--- src/design/smc_pkg.sv ---
// constants, modes and carrier structs of the standby mode controller
// assumes one 50 MHz system clock and a byte-wide register port
package smc_pkg;

    localparam logic [15:0] STAB_SEL_ADDR = 16'hfff4;
    localparam int STAB_SEL_LO_BIT = 0;
    localparam int STAB_SEL_HI_BIT = 1;
    // register comes up undefined; longest wait is the safe pick
    localparam logic [1:0] STAB_SEL_RESET = 2'h3;

    localparam int CLK_PERIOD_NS = 20;
    localparam int STOP_TIME_MIN_NS = 17000;
    localparam int STOP_TIME_TYP_NS = 34000;
    localparam int STOP_TIME_MAX_NS = 67000;
    // typical figure, rounded up to whole cycles
    localparam int STOP_TIME_CYC = (STOP_TIME_TYP_NS + CLK_PERIOD_NS - 1) / CLK_PERIOD_NS;

    // stabilization waits in system clock periods, as powers of two
    localparam int STAB_EXP_0 = 10;
    localparam int STAB_EXP_1 = 12;
    localparam int STAB_EXP_2 = 15;
    localparam int STAB_EXP_3 = 17;
    localparam int STAB_CYC_0 = 1 << STAB_EXP_0;
    localparam int STAB_CYC_1 = 1 << STAB_EXP_1;
    localparam int STAB_CYC_2 = 1 << STAB_EXP_2;
    localparam int STAB_CYC_3 = 1 << STAB_EXP_3;
    localparam int TMR_W = 18;

    typedef enum logic [2:0] {
        SMC_BOOT = 3'b000,
        SMC_RUN = 3'b001,
        SMC_HALT = 3'b010,
        SMC_STOP = 3'b011,
        SMC_OSC_WAIT = 3'b100,
        SMC_STOP_TIME = 3'b101,
        SMC_STAB = 3'b110,
        SMC_RESUME = 3'b111
    } smc_mode_t;

    typedef struct packed {
        logic halt_exec;
        logic stop_exec;
        logic instr_done;
        logic irq_reg_access;
        logic global_irq_enable;
    } smc_cpu_t;

    typedef struct packed {
        logic slow_osc_stoppable;
        logic slow_osc_halt_bit;
        logic xtal_selected;
        logic wdt_on_slow_osc;
    } smc_clkcfg_t;

    typedef struct packed {
        logic cpu_clk_en;
        logic sys_osc_en;
        logic periph_clk_en;
        logic slow_osc_en;
        logic wdt_count_en;
        logic hold_io;
    } smc_clk_ctl_t;

    typedef struct packed {
        logic irq_ack;
        logic resume_next;
    } smc_wake_t;

    typedef struct packed {
        logic wr;
        logic rd;
        logic [15:0] addr;
        logic [7:0] wdata;
    } smc_reg_req_t;

endpackage

--- src/design/smc_sync.sv ---
// two-flop synchroniser for one level
// assumes the input is asynchronous to clk_sys
`timescale 1ns/1ps
module smc_sync (
    // clock and reset
    input wire logic clk_sys,
    input wire logic sys_rst,
    // level
    input wire logic din,
    output logic dout
);
    typedef struct packed {
        logic meta;
        logic q;
    } smc_sync_st_t;

    smc_sync_st_t st;
    smc_sync_st_t next_st;

    always_comb begin
        next_st.meta = din;
        next_st.q = st.meta;
    end

    always_ff @(posedge clk_sys) begin
        if (sys_rst) begin
            st <= '0;
        end else begin
            st <= next_st;
        end
    end

    assign dout = st.q;
endmodule

--- src/design/smc_timer.sv ---
// down-counting interval timer; done is high in the last of len cycles
// assumes start is a one-cycle pulse and len is at least one
`timescale 1ns/1ps
module smc_timer (
    // clock and reset
    input wire logic clk_sys,
    input wire logic sys_rst,
    // control
    input wire logic start,
    input wire logic [smc_pkg::TMR_W-1:0] len,
    output logic done
);
    typedef struct packed {
        logic busy;
        logic [smc_pkg::TMR_W-1:0] cnt;
    } smc_tmr_st_t;

    smc_tmr_st_t st;
    smc_tmr_st_t next_st;

    always_comb begin
        next_st = st;
        if (start) begin
            next_st.busy = 1'b1;
            next_st.cnt = len - 18'h00001;
        end else if (st.busy) begin
            if (st.cnt == '0) begin
                next_st.busy = 1'b0;
            end else begin
                next_st.cnt = st.cnt - 18'h00001;
            end
        end
    end

    always_ff @(posedge clk_sys) begin
        if (sys_rst) begin
            st <= '0;
        end else begin
            st <= next_st;
        end
    end

    assign done = st.busy && (st.cnt == '0);
endmodule

--- src/design/smc_top.sv ---
// standby mode controller: light sleep, deep sleep and the wake sequence
// assumes CPU strobes are on clk_sys; osc_running comes from the oscillator
// How it works
// light sleep gates CPU clock, oscillator runs
// running slow oscillator keeps running in light sleep
// deep sleep stops the system oscillator
// interrupt request ends deep sleep
// fixed operation-stop interval after deep-sleep release
// sleep holds registers, memory and port state
// running slow oscillator cannot stop in deep sleep
// slow halt bit acts only when option allows
// watchdog halted during deep sleep
// reset stops clocks; light sleep keeps them
// stabilization wait only for crystal after deep sleep
// select codes give 2^10, 2^12, 2^15, 2^17
// select register: two bits, upper zero, byte written
// software picks wait at least resonator time
// wait counted from oscillation start only
// software stops peripherals before deep sleep
// software clears converter bits before sleeping
// flag or mask access defers next acknowledge
// light-sleep wake vectors if enabled, else continues
// pending unmasked request ends sleep at once
// CPU clock back one edge after wait
`timescale 1ns/1ps
module smc_top #(
    parameter int STAB_LEN_0 = smc_pkg::STAB_CYC_0,
    parameter int STAB_LEN_1 = smc_pkg::STAB_CYC_1,
    parameter int STAB_LEN_2 = smc_pkg::STAB_CYC_2,
    parameter int STAB_LEN_3 = smc_pkg::STAB_CYC_3
) (
    // clock and reset
    input wire logic clk_sys,
    input wire logic sys_rst,
    // cpu side
    input wire smc_pkg::smc_cpu_t cpu,
    input wire logic [7:0] irq_request_flags,
    input wire logic [7:0] irq_mask_flags,
    output smc_pkg::smc_wake_t wake,
    // register port
    input wire smc_pkg::smc_reg_req_t reg_req,
    output logic [7:0] reg_rdata,
    // clock sources and peripherals
    input wire smc_pkg::smc_clkcfg_t clk_cfg,
    input wire logic osc_running,
    output smc_pkg::smc_clk_ctl_t clk_ctl
);
    typedef struct packed {
        smc_pkg::smc_mode_t mode;
        logic [1:0] stab_sel;
        logic defer;
        logic slow_keep;
        logic [7:0] rdata;
        smc_pkg::smc_wake_t wake;
        smc_pkg::smc_clk_ctl_t clk;
    } smc_st_t;

    smc_st_t st;
    smc_st_t next_st;
    logic osc_ok;
    logic pend;
    logic slow_run;
    logic stop_start;
    logic stop_done;
    logic stab_start;
    logic stab_done;
    logic [smc_pkg::TMR_W-1:0] stab_len;

    // any request flag set with its mask clear
    function automatic logic irq_pending(input logic [7:0] flags, input logic [7:0] mask);
        irq_pending = |(flags & ~mask);
    endfunction

    function automatic logic in_deep(input smc_pkg::smc_mode_t m);
        in_deep = (m == smc_pkg::SMC_STOP) || (m == smc_pkg::SMC_OSC_WAIT) ||
            (m == smc_pkg::SMC_STOP_TIME) || (m == smc_pkg::SMC_STAB) ||
            (m == smc_pkg::SMC_RESUME);
    endfunction

    smc_sync u_osc_sync (
        .clk_sys(clk_sys),
        .sys_rst(sys_rst),
        .din(osc_running),
        .dout(osc_ok)
    );

    smc_timer u_stop_tmr (
        .clk_sys(clk_sys),
        .sys_rst(sys_rst),
        .start(stop_start),
        .len(18'(smc_pkg::STOP_TIME_CYC)),
        .done(stop_done)
    );

    smc_timer u_stab_tmr (
        .clk_sys(clk_sys),
        .sys_rst(sys_rst),
        .start(stab_start),
        .len(stab_len),
        .done(stab_done)
    );

    always_comb begin
        case (st.stab_sel)
            2'h0: stab_len = 18'(STAB_LEN_0);
            2'h1: stab_len = 18'(STAB_LEN_1);
            2'h2: stab_len = 18'(STAB_LEN_2);
            default: stab_len = 18'(STAB_LEN_3);
        endcase
    end

    always_comb begin
        next_st = st;
        next_st.wake = '0;
        stop_start = 1'b0;
        stab_start = 1'b0;
        pend = irq_pending(irq_request_flags, irq_mask_flags);
        // halt bit is ignored unless the option makes the oscillator stoppable
        slow_run = !(clk_cfg.slow_osc_stoppable && clk_cfg.slow_osc_halt_bit);
        if (reg_req.wr && (reg_req.addr == smc_pkg::STAB_SEL_ADDR)) begin
            next_st.stab_sel = reg_req.wdata[smc_pkg::STAB_SEL_HI_BIT:smc_pkg::STAB_SEL_LO_BIT];
        end
        next_st.rdata = 8'h00;
        if (reg_req.rd && (reg_req.addr == smc_pkg::STAB_SEL_ADDR)) begin
            next_st.rdata = {6'h00, st.stab_sel};
        end
        if (cpu.instr_done) begin
            next_st.defer = cpu.irq_reg_access;
        end
        case (st.mode)
            smc_pkg::SMC_BOOT: begin
                if (osc_ok) begin
                    next_st.mode = smc_pkg::SMC_RUN;
                end
            end
            smc_pkg::SMC_RUN: begin
                // oscillator state at entry is what sleep keeps
                next_st.slow_keep = slow_run;
                if (cpu.halt_exec) begin
                    next_st.mode = smc_pkg::SMC_HALT;
                end else if (cpu.stop_exec) begin
                    next_st.mode = smc_pkg::SMC_STOP;
                end else if (cpu.instr_done && pend && cpu.global_irq_enable &&
                        !st.defer && !cpu.irq_reg_access) begin
                    next_st.wake.irq_ack = 1'b1;
                end
            end
            smc_pkg::SMC_HALT: begin
                if (pend) begin
                    next_st.mode = smc_pkg::SMC_RUN;
                    next_st.wake.irq_ack = cpu.global_irq_enable;
                    next_st.wake.resume_next = !cpu.global_irq_enable;
                end
            end
            smc_pkg::SMC_STOP: begin
                if (pend) begin
                    next_st.mode = smc_pkg::SMC_OSC_WAIT;
                end
            end
            smc_pkg::SMC_OSC_WAIT: begin
                // start-up delay of the oscillator is not part of any count
                if (osc_ok) begin
                    next_st.mode = smc_pkg::SMC_STOP_TIME;
                    stop_start = 1'b1;
                end
            end
            smc_pkg::SMC_STOP_TIME: begin
                if (stop_done) begin
                    if (clk_cfg.xtal_selected) begin
                        next_st.mode = smc_pkg::SMC_STAB;
                        stab_start = 1'b1;
                    end else begin
                        next_st.mode = smc_pkg::SMC_RESUME;
                    end
                end
            end
            smc_pkg::SMC_STAB: begin
                if (stab_done) begin
                    next_st.mode = smc_pkg::SMC_RESUME;
                end
            end
            smc_pkg::SMC_RESUME: begin
                next_st.mode = smc_pkg::SMC_RUN;
                next_st.wake.irq_ack = cpu.global_irq_enable && pend;
                next_st.wake.resume_next = !(cpu.global_irq_enable && pend);
            end
            default: begin
                next_st.mode = smc_pkg::SMC_BOOT;
            end
        endcase
        next_st.clk.cpu_clk_en = (next_st.mode == smc_pkg::SMC_RUN);
        next_st.clk.sys_osc_en = (next_st.mode != smc_pkg::SMC_STOP);
        next_st.clk.periph_clk_en = (next_st.mode == smc_pkg::SMC_RUN) ||
            (next_st.mode == smc_pkg::SMC_HALT);
        if ((next_st.mode == smc_pkg::SMC_RUN) || (next_st.mode == smc_pkg::SMC_BOOT)) begin
            next_st.clk.slow_osc_en = slow_run;
        end else begin
            next_st.clk.slow_osc_en = next_st.slow_keep;
        end
        // a watchdog on the slow clock would otherwise run on through deep sleep
        next_st.clk.wdt_count_en = !in_deep(next_st.mode);
        // latches and buffers frozen; CPU state kept since its clock is gated
        next_st.clk.hold_io = (next_st.mode != smc_pkg::SMC_RUN) &&
            (next_st.mode != smc_pkg::SMC_BOOT);
    end

    // reset clears every clock enable: all sources stopped while held
    always_ff @(posedge clk_sys) begin
        if (sys_rst) begin
            st.mode <= smc_pkg::SMC_BOOT;
            st.stab_sel <= smc_pkg::STAB_SEL_RESET;
            st.defer <= 1'b0;
            st.slow_keep <= 1'b0;
            st.rdata <= 8'h00;
            st.wake <= '0;
            st.clk <= '0;
        end else begin
            st <= next_st;
        end
    end

    assign wake = st.wake;
    assign clk_ctl = st.clk;
    assign reg_rdata = st.rdata;

    // helper counters for the interval checks
    logic [17:0] chk_cnt;
    logic [17:0] chk_len;
    smc_pkg::smc_mode_t chk_mode;
    always_ff @(posedge clk_sys) begin
        if (sys_rst) begin
            chk_cnt <= 18'h00000;
            chk_len <= 18'h00000;
            chk_mode <= smc_pkg::SMC_BOOT;
        end else begin
            chk_mode <= st.mode;
            chk_cnt <= (st.mode == chk_mode) ? chk_cnt + 18'h00001 : 18'h00001;
            if (stab_start) begin
                chk_len <= stab_len;
            end
        end
    end
endmodule

--- config.mk ---
export PLATFORM = sky130hd
export DESIGN_NAME = smc_top
export DESIGN_NICKNAME = d
export VERILOG_FILES = /design/src/design/smc_pkg.sv /design/src/design/smc_sync.sv /design/src/design/smc_timer.sv /design/src/design/smc_top.sv
export SDC_FILE = /design/constraint.sdc
export NUM_CORES = 1
export LEC_CHECK = 0
export BUFFER_PORTS_ARGS = -buffer_cell sky130_fd_sc_hd__clkbuf_2
export CORE_ASPECT_RATIO = 1.2
export CORE_MARGIN = 5
export CORE_UTILIZATION = 40
export CTS_CLUSTER_DIAMETER = 150
export DETAILED_ROUTE_END_ITERATION = 16
export HOLD_SLACK_MARGIN = 0.06
export PLACE_DENSITY = 0.7
export SYNTH_ARGS = -nofsm -noshare
export SYNTH_HDL_FRONTEND = slang
export SYNTH_SLANG_ARGS = --single-unit
--- constraint.sdc ---
create_clock -name clk_sys -period 3.6 [get_ports clk_sys]
set_input_delay 0.18 -clock clk_sys [delete_from_list [all_inputs] [get_ports clk_sys]]
set_output_delay 0.18 -clock clk_sys [all_outputs]
set_load 0.02 [all_outputs]
==> impl_metrics.env <==
export IMPL_row_count=34
export IMPL_synthDominantCellAreaShare=0.396
export IMPL_synth_edff_count=0
export IMPL_syn_area_per_cell_sq_um=8.45
export IMPL_mostFrequentLayoutCells="57 x sky130_fd_sc_hd__dfxtp_1, 56 x sky130_fd_sc_hd__clkbuf_2, 35 x sky130_fd_sc_hd__nor2_1"
export IMPL_syn_inst=341
export IMPL_timing_max_slew_rel_slack=0.533
export IMPL_die_w_um=87.5
export IMPL_detail_route_antenna_nets=0
export IMPL_grt_pass1_vias=2299
export IMPL_leading_cell_type_in_the_layout_fill_and_taps_excluded="sky130_fd_sc_hd__dfxtp_1"
export IMPL_num_vias=2497
export IMPL_cell_breakdown_of_the_critical_path="or4_1, or4b_1, or4_4, a21oi_2, a211oi_2"
export IMPL_final_min_period_over_clock_period=0.765
export IMPL_design_core_area_sq_um=7150
export IMPL_cts_resized=0
export IMPL_summed_instance_area_of_the_synthesized_netlist_sq_um=2880
export IMPL_clock_sink_count=57
export IMPL_chipHeight_um=103
export IMPL_routed_wl_met3_um=163
export IMPL_post_route_min_period_ns=2.75
export IMPL_finalSetupTns_ns=0
export IMPL_number_of_antenna_violations_at_the_first_check_in_global_routing=0
export IMPL_detailedRoute_firstIterationViolations=112
export IMPL_ys_flop_type="sky130_fd_sc_hd__dfxtp_1"
export IMPL_dp_hpwl_um=4290
export IMPL_top_layer="met4"
export IMPL_routed_wirelength_um=5960
export IMPL_postSynthRegisterBits=57
export IMPL_ctsLongestPathBuffers=2
export IMPL_finalSetupViolations=0
export IMPL_grt_overflow_total=0
export IMPL_worst_path_buf_inv=0
export IMPL_timing_critical_path_slowest_stage_cell="sky130_fd_sc_hd__or4_4"
export IMPL_postCtsSetupRepairBufs=0
export IMPL_cts_htree_levels=3
export IMPL_grt_usage=0.136
export IMPL_finalClockSkew_ns=0.00821
export IMPL_routed_wire_length_per_instance_um=12.4
export IMPL_cap_viol_max_count=0
export IMPL_ys_warnings_count=0
export IMPL_yosysSeqAreaShare=0.396
export IMPL_drc=0
export IMPL_status="complete, no violations"
export IMPL_critical_path_peak_fanout=24
export IMPL_pin_count=70
export IMPL_worstSetupStartpointType="flip-flop"
export IMPL_antenna_cells=0
export IMPL_min_delay_path_class="input pin to flip-flop"
export IMPL_hold_viol_final=0
export IMPL_clk_root_buffer_cell="sky130_fd_sc_hd__clkbuf_8"
export IMPL_totalPowerFinal_mw=1.34
export IMPL_floorplan_initialDensity=0.403
export IMPL_grt_setup_unrepaired="false"
export IMPL_critical_path_required_ns=3.79
export IMPL_family_with_the_most_delay_on_the_worst_path="simple AND/OR/NAND/NOR gates"
export IMPL_critical_path_endpoint_type="flip-flop"
export IMPL_grt_max_degree=35
export IMPL_final_nets=446
export IMPL_die_area_sq_um=9000
export IMPL_synth_largest_area_cell="sky130_fd_sc_hd__dfxtp_1"
export IMPL_postSynth_asyncResetShare=0
export IMPL_gpl_final_weighted_congestion=0.764
export IMPL_wl_met1_um=2670
export IMPL_first_pass_grt_wire_length_um=10000
export IMPL_routed_length_on_met2_um=3030
export IMPL_drv_slew=0
export IMPL_worstSkewPairLatency_ns=0.34
export IMPL_tritoncts="done"
export IMPL_tritoncts_buffer_count=9
export IMPL_dr_pass1_iters=4
export IMPL_slew_of_the_pin_with_the_lowest_slew_margin_ns=0.700
export IMPL_power_per_cell_area_nw_per_um2=402
export IMPL_syn2layout_area_growth_pct=15.8
export IMPL_post_synth_num_cell_types=48
export IMPL_clkSlewWorstSetupHoldPaths_ns=0.07
export IMPL_fmax_ghz=0.363
export IMPL_stage_delay_of_the_slowest_cell_on_the_critical_path_ns=0.74
export IMPL_synth_top_cells_by_area="sky130_fd_sc_hd__dfxtp_1 40%, sky130_fd_sc_hd__a21oi_1 5.4%, sky130_fd_sc_hd__xnor2_1 5.2%"
export IMPL_total_leakage_power_nw=1.39
export IMPL_placement_io_buffers=56
export IMPL_cp_data_arrival_time_ns=2.94
export IMPL_mean_number_of_vias_per_cell=5.18
export IMPL_criticalPathCategory="flip-flop to flip-flop"
export IMPL_ir_drop_v=0.000405
export IMPL_ratio_of_cells_with_drive_above_1_in_the_final_layout=0.217
## worst paths after layout
check                                        start                              to  slack [ns]  cells after the start
setup reg to reg    u_stop_tmr.st[12]$_SDFFE_PP0P_  u_stab_tmr.st[16]$_SDFFE_PP0P_        0.85                      5
setup / recovery    u_stop_tmr.st[12]$_SDFFE_PP0P_  u_stab_tmr.st[16]$_SDFFE_PP0P_        0.85                      5
hold / removal                         reg_req[24]         reg_rdata[1]$_SDFF_PP0_        0.08                      3
hold reg to reg   u_osc_sync.next_st[0]$_SDFF_PP0_      u_osc_sync.dout$_SDFF_PP0_        0.44                      1
## worst min-delay path, stage by stage
cell and delay [ns]:
sky130_fd_sc_hd__clkbuf_2 0.08, sky130_fd_sc_hd__nand3_1 0.07, sky130_fd_sc_hd__nor2_1 0.04
## registers in the layout (all words and copies together) (netlist names)
signal	cells
u_stab_tmr.st	19
st	7
reg_rdata	2
clk_ctl	6
wake	2
u_osc_sync.next_st	1
u_stop_tmr.st	19
u_osc_sync.dout	1
## synth_stat cells, drive strengths merged, types with 4 or more instances
| cell | n |
|---|---|
| nand4 | 4 |
| a21oi | 32 |
| xnor2 | 17 |
| mux2i | 5 |
| or3 | 10 |
| or4 | 7 |
| dfxtp | 57 |
| inv | 11 |
| nand3 | 6 |
| a211oi | 5 |
| nor3 | 14 |
| nor4 | 12 |
| buf | 20 |
| nor2 | 35 |
| ha | 5 |
| nand2 | 23 |
| a31oi | 6 |
| nor2b | 9 |
| xor2 | 9 |
| clkbuf | 11 |
| o21ai | 11 |
## per-stage QoR
step	instance area, sq um	std cells	setup WS [ns]	hold WS, ns	utilization
after floorplan	2900	346	1.03	0.305	-
after global placement	3110	463	0.885	0.391	0.436
after detailed placement	3110	463	0.858	0.396	0.436
after CTS	3340	482	0.836	0.0717	0.467
after global routing	3340	482	0.667	0.111	0.467
final	3340	482	0.847	0.0770	0.467
## power by group
| group | leakage, nW | switching, mW | internal (mW) |
|---|---|---|---|
| Sequential | 0.462 | 0.00943 | 0.644 |
| Combinational | 0.827 | 0.0656 | 0.0507 |
| Clock | 0.102 | 0.250 | 0.323 |
## cell type report
class / count / area [sq um]
multi-input combinational: 247 / 1520
tap: 90 / 113
clock buffer: 14 / 183
inverter: 11 / 41.3
clock inverter: 2 / 10.0
fill: 706 / 3810
sequential: 57 / 1140
timing repair buffer: 61 / 325
## per-layer routing
layer / vias to the layer above / GRT usage
met4: 0 / 0.0732
met2: 47 / 0.223
met5: - / 0
li1: 1286 / -
met3: 10 / 0.0208
met1: 1154 / 0.172
## kinds of logic after synthesis
| kind of cell | share of synthesized area |
|---|---|
| and+or+nand+nor | 0.252 |
| other | 0.00130 |
| adders and majority gates | 0.0217 |
| AOI/OAI and AO/OA | 0.147 |
| DFF | 0.396 |
| muxes | 0.0213 |
| xor gates and xnor gates | 0.0791 |
| buffers and inverters | 0.0817 |
## timing repair
action,in CTS,in global routing
hold buffers,3,0
setup endpoints to repair,0,0
endpoints found under the hold margin,3,0
Power figures use the tool's default switching activity.
